[config.mk]
export PLATFORM = sky130hd
export DESIGN_NAME = odi_readout
export DESIGN_NICKNAME = d
export VERILOG_FILES = /design/src/verilog/odi_chan.v /design/src/verilog/odi_fifo.v /design/src/verilog/odi_readout.v
export VERILOG_INCLUDE_DIRS = /design/src /design/src/verilog
export SDC_FILE = /design/constraint.sdc
export NUM_CORES = 1
export LEC_CHECK = 0
export ABC_CLOCK_PERIOD_IN_PS = 10600
export BUFFER_PORTS_ARGS = -buffer_cell sky130_fd_sc_hd__buf_2
export CAP_MARGIN = 30
export CORE_MARGIN = 2
export CORE_UTILIZATION = 60
export CTS_CLUSTER_SIZE = 16
export DETAILED_ROUTE_END_ITERATION = 8
export GPL_TIMING_DRIVEN = 0
export PLACE_DENSITY = 0.81
export REMOVE_ABC_BUFFERS = 1
export SLEW_MARGIN = 20
export SYNTH_ARGS = -nofsm -noshare
export SYNTH_HDL_FRONTEND = slang
export SYNTH_SLANG_ARGS = --single-unit
[constraint.sdc]
create_clock -name clk_sys -period 10.6 [get_ports clk_sys]
set_input_delay 2.12 -clock clk_sys [delete_from_list [all_inputs] [get_ports clk_sys]]
set_output_delay 2.12 -clock clk_sys [all_outputs]
set_load 0.05 [all_outputs]
[src/verilog/odi_map.vh]
// Constants of the eight-channel digital input readout.
// Assumes inclusion by bare name from every design file that needs it.
`ifndef ODI_MAP_VH
`define ODI_MAP_VH

// ----------------------------------------
// Timing
// ----------------------------------------
`define ODI_CLK_MHZ 200
`define ODI_UPDATE_US 6500
`define ODI_MS_US 1000

// ----------------------------------------
// Function codes
// ----------------------------------------
`define ODI_FC_BITS 8'h02
`define ODI_FC_HOLD 8'h03
`define ODI_FC_INREG 8'h04

// ----------------------------------------
// Area bases: flat then legacy five digit
// ----------------------------------------
`define ODI_FLAT_ALLOC_BIT 16'h0000
`define ODI_LEG_ALLOC_BIT 16'h2711
`define ODI_FLAT_ALLOC_WORD 16'h0400
`define ODI_LEG_ALLOC_WORD 16'hB3B1
`define ODI_FLAT_SLOT_BIT 16'h0400
`define ODI_LEG_SLOT_BIT 16'h32C9
`define ODI_FLAT_MSTAT_BIT 16'h0800
`define ODI_LEG_MSTAT_BIT 16'h36B1
`define ODI_FLAT_MSTAT_WORD 16'h0300
`define ODI_LEG_MSTAT_WORD 16'h8980
`define ODI_FLAT_TYPE_WORD 16'h0400
`define ODI_LEG_TYPE_WORD 16'h89E4

// ----------------------------------------
// Error strategies
// ----------------------------------------
`define ODI_ERR_CURRENT 2'h0
`define ODI_ERR_SUBST 2'h1
`define ODI_ERR_LAST 2'h2

// ----------------------------------------
// Module status byte fields
// ----------------------------------------
`define ODI_MS_FAULT 0
`define ODI_MS_SIM 1
`define ODI_MS_OVR 2

`endif

[src/verilog/odi_chan.v]
// One input channel: OFF delay, negation, fault strategy, simulation.
// Assumes a one-cycle ms_tick every millisecond and synchronous inputs.
`timescale 1ns/1ps
`include "odi_map.vh"

module odi_chan #(
  parameter DLY_W = 8
) (
  input wire clk_sys,
  input wire sys_rst,
  input wire ms_tick,
  input wire raw,
  input wire open_det,
  input wire short_det,
  input wire lfd_en,
  input wire negate,
  input wire sim_mode,
  input wire sim_val,
  input wire sim_invalid,
  input wire [1:0] err_mode,
  input wire subst_val,
  input wire [DLY_W-1:0] off_delay_ms,
  output reg state_q,
  output reg fault_q
);
  reg [DLY_W-1:0] hold_cnt_q;
  reg last_valid_q;
  wire fault;
  wire stretched;
  wire logical;
  reg state_d;
  reg fault_d;

  // ----------------------------------------
  // Detection and conditioning
  // ----------------------------------------
  assign fault = lfd_en & (open_det | short_det);
  // Falling edge held while the countdown runs
  assign stretched = raw | (hold_cnt_q != {DLY_W{1'b0}});
  assign logical = stretched ^ negate;

  always @(posedge clk_sys or posedge sys_rst) begin
    if (sys_rst) begin
      hold_cnt_q <= {DLY_W{1'b0}};
      last_valid_q <= 1'b0;
    end else begin
      if (raw) begin
        hold_cnt_q <= off_delay_ms;
      end else if (ms_tick && hold_cnt_q != {DLY_W{1'b0}}) begin
        hold_cnt_q <= hold_cnt_q - {{(DLY_W-1){1'b0}}, 1'b1};
      end
      if (!fault) begin
        last_valid_q <= logical;
      end
    end
  end

  always @* begin
    state_d = logical;
    fault_d = fault;
    if (sim_mode) begin
      state_d = sim_val;
      fault_d = sim_invalid;
    end else if (fault) begin
      case (err_mode)
        `ODI_ERR_SUBST: state_d = subst_val;
        `ODI_ERR_LAST: state_d = last_valid_q;
        default: state_d = logical;
      endcase
    end
  end

  always @(posedge clk_sys or posedge sys_rst) begin
    if (sys_rst) begin
      state_q <= 1'b0;
      fault_q <= 1'b0;
    end else begin
      state_q <= state_d;
      fault_q <= fault_d;
    end
  end
endmodule

[src/verilog/odi_fifo.v]
// Small FIFO with a registered output stage.
// Assumes one clock; valid and ready handshakes on both sides.
`timescale 1ns/1ps

module odi_fifo #(
  parameter WIDTH = 16,
  parameter DEPTH = 16,
  parameter AW = 4
) (
  input wire clk_sys,
  input wire sys_rst,
  input wire in_valid,
  output wire in_ready,
  input wire [WIDTH-1:0] in_data,
  output reg out_valid_q,
  input wire out_ready,
  output reg [WIDTH-1:0] out_data_q
);
  reg [WIDTH-1:0] mem [0:DEPTH-1];
  reg [AW-1:0] wptr_q;
  reg [AW-1:0] rptr_q;
  reg [AW:0] cnt_q;
  wire push;
  wire pop;

  // Capacity is DEPTH plus the output stage
  assign in_ready = (cnt_q != DEPTH[AW:0]);
  assign push = in_valid & in_ready;
  assign pop = (cnt_q != {(AW+1){1'b0}}) & (~out_valid_q | out_ready);

  always @(posedge clk_sys) begin
    if (push) begin
      mem[wptr_q] <= in_data;
    end
  end

  always @(posedge clk_sys or posedge sys_rst) begin
    if (sys_rst) begin
      wptr_q <= {AW{1'b0}};
      rptr_q <= {AW{1'b0}};
      cnt_q <= {(AW+1){1'b0}};
      out_valid_q <= 1'b0;
      out_data_q <= {WIDTH{1'b0}};
    end else begin
      if (push) begin
        wptr_q <= wptr_q + {{(AW-1){1'b0}}, 1'b1};
      end
      if (pop) begin
        rptr_q <= rptr_q + {{(AW-1){1'b0}}, 1'b1};
        out_data_q <= mem[rptr_q];
        out_valid_q <= 1'b1;
      end else if (out_ready) begin
        out_valid_q <= 1'b0;
      end
      if (push && !pop) begin
        cnt_q <= cnt_q + {{AW{1'b0}}, 1'b1};
      end else if (pop && !push) begin
        cnt_q <= cnt_q - {{AW{1'b0}}, 1'b1};
      end
    end
  end
endmodule

[src/verilog/odi_readout.v]
// Eight-channel digital input readout: conditioning, periodic packing,
// buffered hand-off to the communication unit and master read service.
// Assumes synchronous field inputs and one 200 MHz clock.
`timescale 1ns/1ps
`include "odi_map.vh"

module odi_readout #(
  parameter NCH = 8,
  parameter DLY_W = 8,
  parameter FIFO_DEPTH = 16,
  parameter FIFO_AW = 4,
  parameter MS_CYC = `ODI_MS_US * `ODI_CLK_MHZ,
  parameter UPDATE_CYC = `ODI_UPDATE_US * `ODI_CLK_MHZ,
  parameter [15:0] TYPE_CODE = 16'h0A5C
) (
  input wire clk_sys,
  input wire sys_rst,
  input wire [NCH-1:0] chan_raw,
  input wire [NCH-1:0] chan_open,
  input wire [NCH-1:0] chan_short,
  input wire [NCH-1:0] lfd_en,
  input wire [NCH-1:0] negate,
  input wire [NCH-1:0] sim_mode,
  input wire [NCH-1:0] sim_val,
  input wire [NCH-1:0] sim_invalid,
  input wire [2*NCH-1:0] err_mode,
  input wire [NCH-1:0] subst_val,
  input wire [DLY_W*NCH-1:0] off_delay_ms,
  input wire ovr_clr,
  output reg ovr_q,
  output wire cu_valid,
  input wire cu_ready,
  output wire [15:0] cu_data,
  input wire [7:0] slot,
  input wire [15:0] alloc_bit,
  input wire [15:0] alloc_word,
  input wire rd_req,
  input wire [7:0] rd_fc,
  input wire [15:0] rd_addr,
  input wire rd_legacy,
  output reg rd_ack_q,
  output reg rd_err_q,
  output reg [15:0] rd_data_q
);
  // TYPE_CODE default is arbitrary.
  // Integer-wide dividers: tick compares need no truncation
  localparam CW = 32;

  // ----------------------------------------
  // Dividers
  // ----------------------------------------
  reg [CW-1:0] ms_cnt_q;
  reg [CW-1:0] upd_cnt_q;
  wire ms_tick;
  wire upd_tick;

  // Millisecond tick paces every channel's OFF delay
  assign ms_tick = (ms_cnt_q == MS_CYC - 1);
  assign upd_tick = (upd_cnt_q == UPDATE_CYC - 1);

  always @(posedge clk_sys or posedge sys_rst) begin
    if (sys_rst) begin
      ms_cnt_q <= {CW{1'b0}};
      upd_cnt_q <= {CW{1'b0}};
    end else begin
      ms_cnt_q <= ms_tick ? {CW{1'b0}} : ms_cnt_q + {{(CW-1){1'b0}}, 1'b1};
      // Free-running period, independent of how often the master polls
      upd_cnt_q <= upd_tick ? {CW{1'b0}} :
        upd_cnt_q + {{(CW-1){1'b0}}, 1'b1};
    end
  end

  // ----------------------------------------
  // Channels
  // ----------------------------------------
  wire [NCH-1:0] ch_state;
  wire [NCH-1:0] ch_fault;
  wire [2*NCH-1:0] pack_w;

  genvar g;
  generate
    for (g = 0; g < NCH; g = g + 1) begin : g_ch
      // Inputs sampled every cycle, far faster than a 50 Hz toggle
      odi_chan #(.DLY_W(DLY_W)) u_ch (
        .clk_sys(clk_sys),
        .sys_rst(sys_rst),
        .ms_tick(ms_tick),
        .raw(chan_raw[g]),
        .open_det(chan_open[g]),
        .short_det(chan_short[g]),
        .lfd_en(lfd_en[g]),
        .negate(negate[g]),
        .sim_mode(sim_mode[g]),
        .sim_val(sim_val[g]),
        .sim_invalid(sim_invalid[g]),
        .err_mode(err_mode[2*g+1:2*g]),
        .subst_val(subst_val[g]),
        .off_delay_ms(off_delay_ms[DLY_W*g+DLY_W-1:DLY_W*g]),
        .state_q(ch_state[g]),
        .fault_q(ch_fault[g])
      );
      // Channel g owns bits 2g and 2g+1 of the word
      assign pack_w[2*g] = ch_state[g];
      assign pack_w[2*g+1] = ch_fault[g];
    end
  endgenerate

  // ----------------------------------------
  // Snapshot and push
  // ----------------------------------------
  reg [15:0] snap_q;
  reg pend_q;
  wire fifo_in_ready;

  always @(posedge clk_sys or posedge sys_rst) begin
    if (sys_rst) begin
      snap_q <= 16'h0000;
      pend_q <= 1'b0;
      ovr_q <= 1'b0;
    end else begin
      if (upd_tick) begin
        // One capture of all sixteen bits together
        snap_q <= pack_w[15:0];
        pend_q <= 1'b1;
      end else if (fifo_in_ready) begin
        pend_q <= 1'b0;
      end
      // A stuck consumer loses the older sample; set beats clear
      if (upd_tick && pend_q && !fifo_in_ready) begin
        ovr_q <= 1'b1;
      end else if (ovr_clr) begin
        ovr_q <= 1'b0;
      end
    end
  end

  // Input byte 1 in the low half, input byte 2 in the high half
  odi_fifo #(.WIDTH(16), .DEPTH(FIFO_DEPTH), .AW(FIFO_AW)) u_fifo (
    .clk_sys(clk_sys),
    .sys_rst(sys_rst),
    .in_valid(pend_q),
    .in_ready(fifo_in_ready),
    .in_data(snap_q),
    .out_valid_q(cu_valid),
    .out_ready(cu_ready),
    .out_data_q(cu_data)
  );

  // ----------------------------------------
  // Published image, as delivered to the unit
  // ----------------------------------------
  reg [15:0] img_q;
  reg [7:0] mstat;
  wire [NCH-1:0] img_flt;

  always @(posedge clk_sys or posedge sys_rst) begin
    if (sys_rst) begin
      img_q <= 16'h0000;
    end else if (cu_valid && cu_ready) begin
      img_q <= cu_data;
    end
  end

  // Fault flags of the delivered image, one per channel
  generate
    for (g = 0; g < NCH; g = g + 1) begin : g_flt
      assign img_flt[g] = img_q[2*g+1];
    end
  endgenerate

  // Fault bit follows the delivered image, not the live inputs
  always @* begin
    mstat = 8'h00;
    mstat[`ODI_MS_FAULT] = |img_flt;
    mstat[`ODI_MS_SIM] = |sim_mode;
    mstat[`ODI_MS_OVR] = ovr_q;
  end

  // ----------------------------------------
  // Master read service
  // ----------------------------------------
  reg [15:0] b_abit;
  reg [15:0] b_aword;
  reg [15:0] b_sbit;
  reg [15:0] b_mbit;
  reg [15:0] b_mword;
  reg [15:0] b_tword;
  reg [15:0] idx;
  reg [15:0] n;
  reg [15:0] slot8;
  reg [15:0] data_d;
  reg err_d;

  // ----------------------------------------
  // Area bases of the selected scheme
  // ----------------------------------------
  always @* begin
    b_abit = rd_legacy ? `ODI_LEG_ALLOC_BIT : `ODI_FLAT_ALLOC_BIT;
    b_aword = rd_legacy ? `ODI_LEG_ALLOC_WORD : `ODI_FLAT_ALLOC_WORD;
    b_sbit = rd_legacy ? `ODI_LEG_SLOT_BIT : `ODI_FLAT_SLOT_BIT;
    b_mbit = rd_legacy ? `ODI_LEG_MSTAT_BIT : `ODI_FLAT_MSTAT_BIT;
    b_mword = rd_legacy ? `ODI_LEG_MSTAT_WORD : `ODI_FLAT_MSTAT_WORD;
    b_tword = rd_legacy ? `ODI_LEG_TYPE_WORD : `ODI_FLAT_TYPE_WORD;
  end

  // ----------------------------------------
  // Address decode
  // ----------------------------------------
  // Areas tried from the highest base down; in the flat scheme the slot
  // area shadows allocated bit addresses from 1024 upward
  always @* begin
    slot8 = {5'h00, slot, 3'h0};
    idx = 16'h0000;
    n = 16'h0000;
    data_d = 16'h0000;
    err_d = 1'b1;
    case (rd_fc)
      `ODI_FC_BITS: begin
        if (rd_addr >= b_mbit) begin
          idx = rd_addr - b_mbit;
          n = idx + 16'h0001 - slot8;
          if (idx + 16'h0001 >= slot8 && n < 16'h0008) begin
            data_d = {15'h0000, mstat[n[2:0]]};
            err_d = 1'b0;
          end
        end else if (rd_addr >= b_sbit) begin
          idx = rd_addr - b_sbit;
          n = idx + 16'h0001 - slot8;
          // Byte two follows byte one at the next slot's eight bits
          if (idx + 16'h0001 >= slot8 && n < 16'h0010) begin
            data_d = {15'h0000, img_q[n[3:0]]};
            err_d = 1'b0;
          end
        end else if (rd_addr >= b_abit) begin
          idx = rd_addr - b_abit;
          n = idx - alloc_bit;
          if (idx >= alloc_bit && n < 16'h0010) begin
            data_d = {15'h0000, img_q[n[3:0]]};
            err_d = 1'b0;
          end
        end
      end
      // One word per module in the allocated word area
      `ODI_FC_HOLD: begin
        if (rd_addr >= b_aword && rd_addr - b_aword == alloc_word) begin
          data_d = img_q;
          err_d = 1'b0;
        end
      end
      // Both words sit at base plus slot; the base gap keeps them apart
      `ODI_FC_INREG: begin
        if (rd_addr >= b_mword && rd_addr - b_mword == {8'h00, slot}) begin
          data_d = {8'h00, mstat};
          err_d = 1'b0;
        end else if (rd_addr >= b_tword &&
                     rd_addr - b_tword == {8'h00, slot}) begin
          data_d = TYPE_CODE;
          err_d = 1'b0;
        end
      end
      default: begin
        err_d = 1'b1;
      end
    endcase
  end

  // ----------------------------------------
  // Answer register
  // ----------------------------------------
  // Data and error stand until the next request replaces them
  always @(posedge clk_sys or posedge sys_rst) begin
    if (sys_rst) begin
      rd_ack_q <= 1'b0;
      rd_err_q <= 1'b0;
      rd_data_q <= 16'h0000;
    end else begin
      rd_ack_q <= rd_req;
      if (rd_req) begin
        rd_err_q <= err_d;
        rd_data_q <= data_d;
      end
    end
  end
endmodule

### Word level (Yosys, flattened, before mapping)

Memories as Yosys holds them, arrays and structs flattened. A register that Yosys moved wholly into a read port is not among the register bits.
Index checks and enable logic that the tools add are counted.
Widths: inputs -> output; s select.

* add/sub/neg operators: 25
* equal/unequal tests: 25
* magnitude comparators: 15
* multiplexer cells: 92
* reduce and logical (&&, ||, !) cells: 45
* bitwise gates (word level): 36

Operators by type and width (count)
* $mux 8: 16
* $mux 16: 6
* $add 32x1->32 const B: 2
* $ge 16x16->1: 4
* $mux 32: 2
* $reduce_bool 8->1: 8
* $sub 16x16->16: 4
* $sub 8x1->8 const B: 8
* $ge 16x14->1: 3
* $mux 1: 48
* $pmux 16 s3: 1
* $sub 16x14->16: 3
* $mux 14: 3
* $add 16x1->16 const B: 2
* $eq 16x8->1: 2
* $eq 32x18->1 const B: 1
* $eq 32x21->1 const B: 1
* $ge 16x11->1: 2
* $lt 16x5->1 const B: 2
* $sub 16x11->16: 2
* $mux 12: 2
* $reduce_bool 2->1: 12
* $logic_and 1x1->1: 19
* $or 1x1->1: 17
* other kinds (23): 68

* bits in registers: 218
* memory bits (writable): 256
* memories: 1
* output and inout port bits: 36
* word-level logic and storage cells: 284

Memory list
* u_fifo.mem: depth 16, bits a word 16, rd ports 1, clocked after Yosys merged registers in 1, wr ports 1, RTL line odi_fifo.v:19 `reg [WIDTH-1:0] mem [0:DEPTH-1];`

### Longest topological paths before layout

Gate-level depths: netlist (run 1).

* depth after elaboration: 10
* depth in mapped cells: 22
* depth with buffers taken out: 22

### Cells and area by module

A second synthesis (run 1) with hierarchy kept.

* cell total of the unflattened synthesis: 2326
* area, all modules: 27335.0 um^2

By module, submodules not included
* odi_fifo: cells an instance 536, times used 1, seq. area each 8438.1 um^2, area an instance 11214.5 um^2
* odi_readout: cells an instance 1198, times used 1, seq. area each 2902.8 um^2, area an instance 10585.2 um^2
* odi_chan: cells an instance 74, times used 8, seq. area each 275.3 um^2, area an instance 691.9 um^2

### Worst setup path after synthesis (run 1)

OpenSTA, ideal clock, no wires.

* kind: input to register
* from: in rd_legacy
* to: reg rd_data_q[0]
* setup time: 87 ps
* setup slack: 4343 ps
* data arrival time: 6171 ps
* path buffers: 0
* data required time: 10513 ps
* stages on the path: 19
* path through: inv_1 ha_1 inv_1 fa_1 nand2b_1 o22ai_1 nor2_1 o21ai_0 a21oi_1 xnor2_1 ha_1 o21ai_0 a21oi_1 a21boi_0 a21oi_1 or4b_2 o221a_2 or3_1 o211ai_1

* word-level cells in the longest chain between the ends: 10

Ends and longest elaborated chain
* from (decl): RTL line odi_readout.v:40 `input wire rd_legacy,`
* $mux 14 (no line)
* $sub 16x14->16, on equally long branches: RTL line odi_readout.v:227, odi_readout.v:235
* $add 16x1->16 or $sub 16x16->16 (tied branches): RTL line odi_readout.v:228, odi_readout.v:230, odi_readout.v:236
* $sub 16x11->16 (tied with other cells): RTL line odi_readout.v:228 `n = idx + 16'h0001 - slot8;`
* $lt 16x5->1 (tied with other cells): RTL line odi_readout.v:230 `if (idx + 16'h0001 >= slot8 && n < 16'h0010) begin`
* $logic_and 1x1->1 (tied with other cells): RTL line odi_readout.v:230
* $mux 1, on equally long branches: RTL line odi_readout.v:230, odi_readout.v:234
* $mux 16: RTL line odi_readout.v:226 `end else if (rd_addr >= b_sbit) begin`
* $mux 16: RTL line odi_readout.v:219 `if (rd_addr >= b_mbit) begin`
* $pmux 16 s3 *: RTL line odi_readout.v:217 `case (rd_fc)`
* to (signal assigned): RTL line odi_readout.v:280 `rd_data_q <= data_d;`
* to (decl): RTL line odi_readout.v:43 `output reg [15:0] rd_data_q`

Mark *: on every way between the ends. The rest lies on a longest branch, timed or not. The select of a mux whose other input is x is not followed.
A chain may end at the register's enable or synchronous reset.

### Worst setup path in the final report (run 1)

* from: in rd_legacy
* to: reg rd_err_q

* word-level cells in the longest chain between the ends: 10

Ends and longest elaborated chain
* $mux 14 (no line)
* $sub 16x14->16, on equally long branches: RTL line odi_readout.v:227, odi_readout.v:235
* $add 16x1->16 or $sub 16x16->16 (tied branches): RTL line odi_readout.v:228, odi_readout.v:230, odi_readout.v:236
* $sub 16x11->16 or $lt 16x5->1 (tied branches): RTL line odi_readout.v:228, odi_readout.v:237
* $lt 16x5->1 or $logic_and 1x1->1 (tied branches): RTL line odi_readout.v:230, odi_readout.v:237
* $logic_and 1x1->1 or $mux 1 (tied branches): RTL line odi_readout.v:230, odi_readout.v:237
* $mux 1, on equally long branches: RTL line odi_readout.v:230, odi_readout.v:234
* $mux 1: RTL line odi_readout.v:226
* $mux 1: RTL line odi_readout.v:219
* $pmux 1 s3 *: RTL line odi_readout.v:217
* to (signal assigned): RTL line odi_readout.v:279 `rd_err_q <= err_d;`
* to (decl): RTL line odi_readout.v:42 `output reg rd_err_q,`

Mark *: on every way between the ends. The rest lies on a longest branch, timed or not.

==> results of run 1 <==
==> path summary, 6_finish.rpt <==
path | from | to | slack [ps] | depth (start not counted)
worst max-delay path | rd_legacy | rd_err_q | 2930 | 22
worst min-delay path | ms_cnt_q[0] | ms_cnt_q[0] | 480 | 1
worst max register to register | g_ch[1].u_ch.hold_cnt_q[0] | g_ch[1].u_ch.state_q | 7390 | 9
worst min register to register | ms_cnt_q[0] | ms_cnt_q[0] | 480 | 1
max in group asynchronous | sys_rst | upd_cnt_q[2] | 8130 | 3
min in group asynchronous | sys_rst | rd_err_q | 1590 | 2
==> flip-flops by register name (all words and copies together) (netlist names), 16 cells and up <==
register,flops
img_q,16
u_fifo.mem,256
u_fifo.out_data_q,16
rd_data_q,16
upd_cnt_q,32
snap_q,16
g_ch.u_ch.hold_cnt_q,64
ms_cnt_q,32
==> routing by layer <==
metal / part of all wire (%) / GRT usage, %
met1: 37 / 43.49
met2: 48 / 56.81
met3: 10 / 7.611
met4: 4.7 / 14.39
met5: 0.016 / 0
==> area by class of cell <==
type | instances | area (µm²)
Inverter | 146 | 555.5
Clock buffer | 56 | 1261
Tap cell | 592 | 740.7
Fill cell | 2941 | 13540
Sequential cell | 490 | 13550
Antenna cell | 1 | 2.502
Multi-Input combinational cell | 1591 | 12570
Timing Repair Buffer | 286 | 1623
Clock inverter | 32 | 379.1
==> power by group <==
group	internal [µW]	switching (µW)
clock network	1030	761
registers	2030	36.4
logic	301	437
==> metrics by stage <==
step           std cells  setup TNS (ps)
2_1_floorplan       2227               0
3_3_place_gp        3076         -152930
3_5_place_dp        3100               0
4_1_cts             3188               0
5_1_grt             3193               0
6_report            3194               0
==> worst register-to-register path: cells and delay by family (launching register included) <==
| family | cells | cell delay [ps] |
|---|---|---|
| AOI/OAI and AO/OA | 3 | 610 |
| DFF | 1 | 410 |
| xor gates and xnor gates | 1 | 230 |
| and+or+nand+nor | 3 | 1560 |
| buffers and inverters | 1 | 70 |
| adders and majority gates | 1 | 180 |
==> cells in the final DEF (no fill, tap or decap), types with 11 or more instances in the layout <==
cell       netlist  final
a31oi_1         13     13
a21oi_1        112    112
xnor2_1        112    112
a21o_1          12     12
ha_1           129    129
mux4_2          89     89
a211oi_1        18     18
edfxtp_1       256    256
o22ai_1         12     12
o31a_1          13     13
nand4_1         29     29
nor3_1          77     72
nor2_1         148    136
nand2b_1        27     27
o211ai_1        12     12
xor2_1          52     52
or3_1           24     24
clkbuf_16        0     48
nor4_1          44     43
nand2_1        143    143
o21ai_0        164    161
clkinv_2         0     14
mux2_2          76     76
nor2b_1         30     30
nand3_1         52     52
a22oi_1         11     11
inv_1          146    145
and3_1          16     16
fa_1            15     15
buf_2            5    264
dfrtp_1        234    231
==> kinds of logic (layout without fill, tap and decap cells) <==
logic type / count (synthesis) / after routing / share of synthesized area, %
other: 0 / 1 / 0
buffers and inverters: 225 / 520 / 3.196
DFF: 490 / 490 / 50.42
AOI/OAI and AO/OA: 453 / 453 / 10.35
muxes: 174 / 174 / 10.98
and+or+nand+nor: 655 / 655 / 12.49
adders and majority gates: 144 / 144 / 7.127
xor gates and xnor gates: 165 / 165 / 5.432
==> run metrics, run 1 <==
Post-synth EDFFs=256; fin crit period=7673 ps; Ports=258; root buffer cell=clkbuf_16; final instance area=around 31000 µm²; post-place setup slack=2455 ps; Mapped Area=26860 µm²; vias in the first global route=around 21000; Chip Height=~220 µm; ys flop type=edfxtp_1; CTS Hold Bufs=0; Site Rows=77; CTS tree=built; Synth top area share=28.62%; Placer Congestion=0.9712; power per cell area=149.8 nW/µm²; fmax=approximately 0.13 GHz; core area=between 40000 and 50000 µm²; Via Count=roughly 20000; Seq/Total Area, Yosys=50.42%; Top Family by Delay on Critical Path=simple AND/OR/NAND/NOR gates; vias per cell=about 6.4; Core Util, Final=69.39%; Hold Slack=479.1 ps; DRT iter0 DRCs=roughly 2400; Yosys cell types=76; IO buf count=around 260; Congestion Overflow GR=0; H-tree depth=2; Synth Warn #=0; status=completed; PnR worst setup slack=2927 ps; Setup Fix Bufs, Post-CTS=0; antenna violations before repair=2; HPWL after DPL=approximately 53000 µm; CP max stage cell=ha_1; max cap viols=0; Total GRT Usage=34.16%; Critical Path RT=roughly 11000 ps; top-count cell post-synth=edfxtp_1; final WL=78830 µm; first-pass GRT wire length=121400 µm; Async SR Flop Fraction=47.76%; CTS clk-pin slew, worst paths=about 70 ps; RSZ-0062 raised after global routing=no; # resized after CTS=0; Commonest cells post-synth=edfxtp_1, dfrtp_1, o21ai_0, nor2_1, inv_1; Avg WL per Cell=~25 µm; overall power=around 4600 µW; Yosys reg bits=490; fin crit share=72.39%; share of cells above drive strength 1=22.03%; Worst path max stage delay=630 ps; Slew headroom=27.67%; VDD IR max=between 0.0001 and 0.00015 V; Fin Clk Skew=~38 ps; CTS Buf Count=47; CP endpoint kind=flop; # DRC=0; Mapped Cells=approximately 2300; Initial Util=60.74%; die width=215.6 µm; Avg Synthesized Cell Area=11.65 µm²; CTS Buffer Depth=3; Crit path buffers/inverters=3; DRT Pass-1 Iters=6; CP Launch Type=input port; Final Hold Fails=0; die area=46470 µm²; cell types occupying the most area after synthesis=edfxtp_1, dfrtp_1, mux4_2; Sink Count=490; pin count of the biggest net entering global routing=103; Crit Path Category=input port to flop; Post-Place Cell Area=29010 µm²; leakage=0.01165 µW; ANT nets after route=0; worst-margin pin slew=1085 ps; latest clock arrival within the worst-skew pair=590 ps; Syn-to-layout area delta=14.24%; path type of the worst min-delay path=flop to flop; CP arrival=a little over 8000 ps; area leader, netlist=edfxtp_1; crit-path cells=buf_2 -> inv_1 -> ha_1 -> ha_1 -> nor2_1 -> nor2_1 -> nor3_1 -> nand2_1 -> a21oi_1 -> o31ai_1 -> or3_1 -> xor2_1 -> ha_1 -> a22o_1 -> a2111o_1 -> nor4_1 -> o2111ai_1 -> nor4_1 -> clkbuf_2 -> a21oi_1 -> o211ai_1 -> a21oi_1; worst-path fanout max=16; Pins Over Slew Limit=0; final setup fails=0; Final Net Count=2928
No activity file was read; power rests on OpenSTA's default activity.
==> inputs of run 2 (changes only) <==
Settings changed: ABC_CLOCK_PERIOD_IN_PS 10600 to 7080.
Clock period 10.6 ns to 7.08 ns, I/O delays scaled along.
==> run 2 against run 1 <==
Effect of this change: power is 50% higher; cell count is 0.16% higher; sequential share of layout area is 0.063 points lower; count of clock-buffer cells in the layout unchanged; non-clock buffer count increased by 5; worst setup slack lost 2400 ps; core utilization increased by 0.099 points; worst hold slack barely moved; global-route usage unchanged; via count increased by 0.40%; critical endpoint unchanged; largest power group unchanged.
==> run metrics, run 2 (same netlist as run 1, synthesis figures left out) <==
CTS tree=built; HPWL after DPL=52900 µm (unchanged); Final Hold Fails=0 (unchanged); ANT nets after route=0 (unchanged); antenna violations before repair=2 (unchanged); Logic pwr share=16.1% (about the same); fin crit period=6571 ps; commonest non-fill, non-tap cells in the layout=buf_2, edfxtp_1, dfrtp_1, o21ai_0, inv_1; status=completed; fmax=0.1522 GHz; Core Util, Final=69.49% (+0.099 points); worst-path fanout max=16 (unchanged); biggest regs=u_fifo.mem x256, g_ch.u_ch.hold_cnt_q x64; net switching fraction of the power=26.84% (about the same); Initial Util=60.74% (unchanged); vias per cell=6.461 (+0.24%); pin count of the biggest net entering global routing=103 (unchanged); Ports=258 (unchanged); CTS Hold Bufs=0 (unchanged); CTS clk-pin slew, worst paths=70 ps (about the same); Top reg by flops=u_fifo.mem; final WL=79020 µm (+0.25%); die width=215.6 µm (unchanged); Via Count=20670 (+0.40%); share of cells above drive strength 1=22.22% (+0.19 points); Placer Congestion=0.9712 (unchanged); sequential share of power=45.0% (about the same); Site Rows=77 (unchanged); H-tree depth=2 (unchanged); CP Launch Type=input port; Critical Path RT=7510 ps (-3520 ps); Sink Count=490 (unchanged); max cap viols=0 (unchanged); vias in the first global route=20830 (unchanged); fillcell total=2943 (+0.068%); fin crit share=about 93%; final setup fails=0 (unchanged); Pins Over Slew Limit=0 (unchanged); Hold Slack=479.5 ps (+0.3730 ps); max reg flops=256 (unchanged); PnR worst setup slack=509.1 ps (-2418 ps); setup TNS=0 ps (unchanged); Fin Clk Skew=39.44 ps (+1.840 ps); Slew headroom=29.21% (+1.5 points); RSZ-0062 raised after global routing=no; Avg WL per Cell=24.70 µm (about the same); clock share of power=38.9% (about the same); CTS Buf Count=47 (unchanged); Switch Pwr=1848 µW (+50%); DRT Pass-1 Iters=6 (unchanged); CTS Buffer Depth=3 (unchanged); first-pass GRT wire length=121400 µm (unchanged); Congestion Overflow GR=0 (unchanged); IO buf count=257 (unchanged); CP arrival=7000 ps (-1100 ps); path type of the worst min-delay path=flop to flop; worst-margin pin slew=1062 ps (-23.05 ps); core area=44220 µm² (unchanged); leakage=0.01167 µW (+0.17%); post-place setup slack=-360.9 ps (-2816 ps); die area=46470 µm² (unchanged); DRT iter0 DRCs=2343 (-0.51%); root buffer cell=clkbuf_16; Crit Path Category=input port to flop; Final Net Count=2933 (+0.17%); power per cell area=224.0 nW/µm² (+50%); internal power=5035 µW (+50%); CP endpoint kind=flop; VDD IR max=0.0001864 V (+51%); # DRC=0 (unchanged); most common cell after layout, fill and taps aside=buf_2; Syn-to-layout area delta=14.40%; latest clock arrival within the worst-skew pair=590 ps (about the same); Chip Height=215.6 µm (unchanged); Total GRT Usage=34.16% (unchanged)
-- run 2: changes by cell type in the layout (fill, tap and decap cells not counted) --
cell / change
buf_2: -1
buf_4: +5
clkbuf_4: +1
clkinvlp_4: +1
inv_1: -1
-- run 2: power groups by stage --
stage	sequential (µW)	combinational [µW]	clock, µW
final	3100	1110	2680
after global placement	3150	1030	0
after detailed placement	3150	1070	0
after global routing	3100	1220	2800
after CTS	3100	1080	2690
after floorplan	3140	750	0
-- run 2: per-stage QoR --
step / instances / total power, µW / area (µm²)
after global routing: 3198 / 7120 / 30730
after floorplan: 2227 / 3888 / 26550
final: 3199 / 6883 / 30730
after CTS: 3188 / 6865 / 30650
after global placement: 3076 / 4174 / 28580
after detailed placement: 3100 / 4216 / 29010
-- run 2: worst paths after layout --
kind / start / to / slack [ps] / depth (start not counted)
setup / recovery: rd_legacy / rd_err_q / 510 / 22
hold / removal: ms_cnt_q[0] / ms_cnt_q[0] / 480 / 1
setup reg to reg: g_ch[1].u_ch.hold_cnt_q[0] / g_ch[1].u_ch.state_q / 3870 / 9
hold reg to reg: ms_cnt_q[0] / ms_cnt_q[0] / 480 / 1
max in group asynchronous: sys_rst / g_ch[3].u_ch.hold_cnt_q[1] / 5290 / 3
min in group asynchronous: sys_rst / rd_err_q / 890 / 2
-- run 2: what timing repair did --
action	CTS	global route
setup buffers	0	5
setup endpoints to repair	0	2
resized for setup	0	2
-- run 2: cell type report --
type                       instances  area [µm²]  area share (%)
sequential                       490       13550           44.10
timing repair buffer             291        1663           5.411
inverter                         146       559.3           1.820
antenna                            1       2.502        0.008144
multi-input combinational       1591       12570           40.91
clock inverter                    32       379.1           1.234
clock buffer                      56        1261           4.104
tap                              592       740.7           2.411
-- run 2: critical path, stage by stage --
cell        delay, ps
clkbuf_4          330
clkinvlp_4        130
buf_4             200
buf_4             180
ha_1              190
ha_1              210
inv_1              70
ha_1              230
nor2_1             90
o31ai_1           730
a21oi_1           150
nor2_1            140
xnor2_1           170
ha_1              320
o21a_1            130
a211oi_1          310
o21ai_0           240
a21oi_1           320
or4b_2            620
o221a_2           300
o211ai_1          370
a21oi_1           140
-- run 2: layer usage --
| layer | global-route usage, % | vias up | part of all wire, % |
|---|---|---|---|
| li1 | - | 9079 | - |
| met1 | 43.49 | 10040 | 37 |
| met2 | 56.81 | 1317 | 48 |
| met3 | 7.611 | 231 | 10 |
| met4 | 14.39 | 2 | 4.5 |
| met5 | 0 | - | 0.016 |
==> inputs of run 3 (changes only) <==
--- a/config.mk
+++ b/config.mk
@@ -11,2 +11,3 @@
 export CAP_MARGIN = 30
+export CORE_ASPECT_RATIO = 1.1
 export CORE_MARGIN = 2
@@ -21,2 +22,3 @@
 export SYNTH_HDL_FRONTEND = slang
+export SYNTH_HIERARCHICAL = 1
 export SYNTH_SLANG_ARGS = --single-unit
==> constraint.sdc (replaced) <==
create_clock -name clk_sys -period 7.08 [get_ports clk_sys]
set_input_delay 2.124 -clock clk_sys [delete_from_list [all_inputs] [get_ports clk_sys]]
set_output_delay 2.124 -clock clk_sys [all_outputs]
set_load 0.05 [all_outputs]
==> run 3 against run 2 <==
Effect of this change: maximum frequency is 1.8% lower; via count fell by 0.94%; critical path depth fell by 4; die area increased by 1.7%.
==> run metrics, run 3 <==
final WL=72800 µm (-7.9%); ys flop type=edfxtp_1; Switch Pwr=1820 µW (-1.5%); biggest regs=u_fifo/mem x256, g_ch.u_ch/hold_cnt_q x64; Total GRT Usage=30.80% (-3.4 points); Congestion Overflow GR=0 (unchanged); Avg Synthesized Cell Area=11.75 µm² (+0.90%); area leader, netlist=edfxtp_1; internal power=4871 µW (-3.3%); Synth Warn #=6 (+6); worst-path fanout max=16 (unchanged); Pins Over Slew Limit=0 (unchanged); Fin Clk Skew=26.10 ps (-13.34 ps); RSZ-0062 raised after global routing=no; Initial Util=60.41% (-0.32 points); Crit path buffers/inverters=2 (-3); Site Rows=82 (+6.5%); Final Net Count=2956 (+0.78%); Mapped Cells=2326 (+0.87%); Worst Min Path Start=upd_cnt_q[31]; ANT nets after route=0 (unchanged); CTS Hold Bufs=0 (unchanged); Storage cell area=13550 µm² (about the same); CTS tree=built; final setup fails=0 (unchanged); worst-margin pin slew=933.8 ps (-128.0 ps); Slew headroom=36.76% (+7.5 points); fin crit period=6694 ps (+123.2 ps); power per cell area=215.7 nW/µm² (-3.7%); max reg flops=256 (unchanged); Crit Path Category=input port to flop; max cap viols=0 (unchanged); die width=207.5 µm (-3.7%); latest clock arrival within the worst-skew pair=600 ps (about the same); DRT Pass-1 Iters=6 (unchanged); root buffer cell=clkbuf_16; vias in the first global route=20850 (+0.096%); hold depth=1 (unchanged); fmax=0.1494 GHz (-1.8%); PnR worst setup slack=385.9 ps (-123.2 ps); path type of the worst min-delay path=flop to flop; hold worst-path end=upd_cnt_q[31]; CTS Buffer Depth=3 (unchanged); die area=47280 µm² (+1.7%); reg-to-reg endpoint=g_ch[1].u_ch/hold_cnt_q[5]; setup TNS=0 ps (unchanged); fin crit share=94.55% (+1.7 points); CP arrival=7230 ps (+230 ps); status=completed; pin count of the biggest net entering global routing=72 (-30%); Yosys cell types=87 (+14%); DRT iter0 DRCs=1740 (-26%); WP depth=18 (-18%); Core Util, Final=68.56% (-0.93 points); R2R cell count=11 (+2); Placer Congestion=0.9768 (+0.58%); share of cells above drive strength 1=20.78% (-1.4 points); CP Launch Type=input port; Seq/Total Area, Yosys=49.54% (-0.88 points); clock share of power=38.0% (-0.9 points); Top Family by Delay on Critical Path=compound AO/OA/AOI/OAI gates; Yosys reg bits=490 (unchanged); commonest non-fill, non-tap cells in the layout=buf_2, edfxtp_1, dfrtp_1, nand2_1, inv_1; most common cell after layout, fill and taps aside=buf_2; # DRC=0 (unchanged); core area=45250 µm² (+2.3%); Worst path max stage delay=650 ps (-80 ps); Async SR Flop Fraction=47.76% (unchanged); flop2flop setup slack=3530 ps (-340 ps); CTS clk-pin slew, worst paths=70 ps (about the same); Logic pwr share=15.9% (-0.2 points); RR Startpoint=ms_cnt_q[0]; Post-synth EDFFs=256 (unchanged); first-pass GRT wire length=114800 µm (-5.4%); post-place setup slack=-753.6 ps (-392.7 ps); Chip Height=227.9 µm (+5.7%); Critical Path RT=7620 ps (+110 ps); top-count cell post-synth=edfxtp_1; IO buf count=257 (unchanged); Avg WL per Cell=22.60 µm (-8.5%); Sink Count=490 (unchanged); Top reg by flops=u_fifo/mem; antenna violations before repair=1 (-1); Final Hold Fails=0 (unchanged); H-tree depth=2 (unchanged); most frequent CP cell=ha_1; sequential share of power=46.1% (+1.1 points); cell types occupying the most area after synthesis=edfxtp_1, dfrtp_1, mux4_2; fillcell total=3180 (+8.1%); VDD IR max=0.0001885 V (+1.1%); Via Count=20480 (-0.94%); net switching fraction of the power=27.20% (+0.35 points); HPWL after DPL=50690 µm (-4.2%); Ports=258 (unchanged); vias per cell=6.357 (-1.6%); crit-path cells=clkbuf_4 -> clkinvlp_4 -> ha_1 -> ha_1 -> a21oi_2 -> nand2_1 -> a21oi_1 -> o21ai_0 -> or3_1 -> xor2_1 -> ha_1 -> a21oi_1 -> o21a_1 -> mux2i_1 -> nor4_1 -> o2111ai_1 -> or4b_2 -> nand3b_1; Commonest cells post-synth=edfxtp_1, dfrtp_1, nand2_1, nor2_1, inv_1; leakage=0.01187 µW (+1.7%); Multi-input gate area=12850 µm² (+2.2%); Syn-to-layout area delta=13.48%; CP max stage cell=or4b_2; CP endpoint kind=flop; Mapped Area=27330 µm² (+1.8%); Synth top area share=28.12% (-0.50 points); Hold Slack=479.6 ps (+0.1300 ps); CTS Buf Count=49 (+4.3%)
[run 3: cell types whose count changed in the layout (fill, tap and decap cells not counted), sizes merged, moves of 15 or more]
cell,change
a211o,+17
a21oi,-21
a22o,+16
mux2,-32
mux2i,+18
mux4,-15
nand2,+23
nand3b,+17
nor2b,+31
nor3,-41
nor4b,+23
o21ai,-41
or3,-16
xor2,+20
[run 3: kinds of logic (layout without fill, tap and decap cells)]
family          count (synthesis)  in the layout  share of synthesized area [%]
buf+inv                       224            530                          3.708
flops                         490            490                          49.54
simple gates                  683            683                          13.60
xor+xnor                      172            172                          5.561
fa+ha+maj                     143            143                          6.957
compound gates                469            469                          11.70
mux                           145            145                          8.926
other cells                     0              1                              0
[run 3: worst max-delay path by stage]
| stage | to | slack (ps) | from |
|---|---|---|---|
| after detailed placement | rd_data_q[0] | -750 | rd_legacy |
| after global placement | rd_data_q[0] | -750 | rd_legacy |
| after floorplan | rd_data_q[0] | 890 | rd_legacy |
| after global routing | rd_data_q[0] | 140 | rd_legacy |
| final | rd_data_q[0] | 390 | rd_legacy |
| after CTS | rd_data_q[0] | 70 | rd_legacy |
[run 3: timing repair]
item                                    CTS  global route
endpoints found under the setup margin    1             1
resized for setup                         1             2
setup buffers                             0             3
[run 3: layout make-up]
type / count / share of cell area (%)
Inverter: 143 / 1.759
Sequential cell: 490 / 43.70
Antenna cell: 1 / 0.008067
Tap cell: 588 / 2.372
Multi-Input combinational cell: 1612 / 41.42
Timing Repair Buffer: 295 / 5.639
Clock buffer: 62 / 4.340
Clock inverter: 30 / 0.7624
[run 3: worst register-to-register path, cell delays in order (launching register included)]
cell,delay (ps)
dfrtp_1,400
ha_1,220
and3_1,230
and3_1,270
nand3_1,110
nor3_2,610
buf_4,340
buf_4,230
or4b_1,540
o31a_1,270
a21oi_1,130
o21ai_1,70
[run 3: per-layer routing]
metal  GRT usage (%)  routed length, µm  vias to the layer above
met1           38.42              27800                    10110
li1                -                  -                     9195
met3           4.378               4881                      199
met4           13.24               3015                        0
met5               0                  0                        -
met2           53.74              37100                      967
[run 3: per-stage QoR]
| stage | std cells | cell area [µm²] | power [µW] |
|---|---|---|---|
| floorplan | 2245 | 26860 | 3853 |
| global placement | 3090 | 28880 | 4136 |
| detailed placement | 3125 | 29400 | 4178 |
| CTS | 3217 | 30990 | 6707 |
| global route | 3221 | 31020 | 6943 |
| finish | 3221 | 31020 | 6691 |
[run 3: power by group through the flow]
stage	combinational, µW	sequential, µW	clock (µW)
after global routing	1170	3090	2690
after CTS	1050	3080	2580
after floorplan	723	3130	0
after detailed placement	1040	3140	0
final	1060	3080	2550
after global placement	1000	3130	0
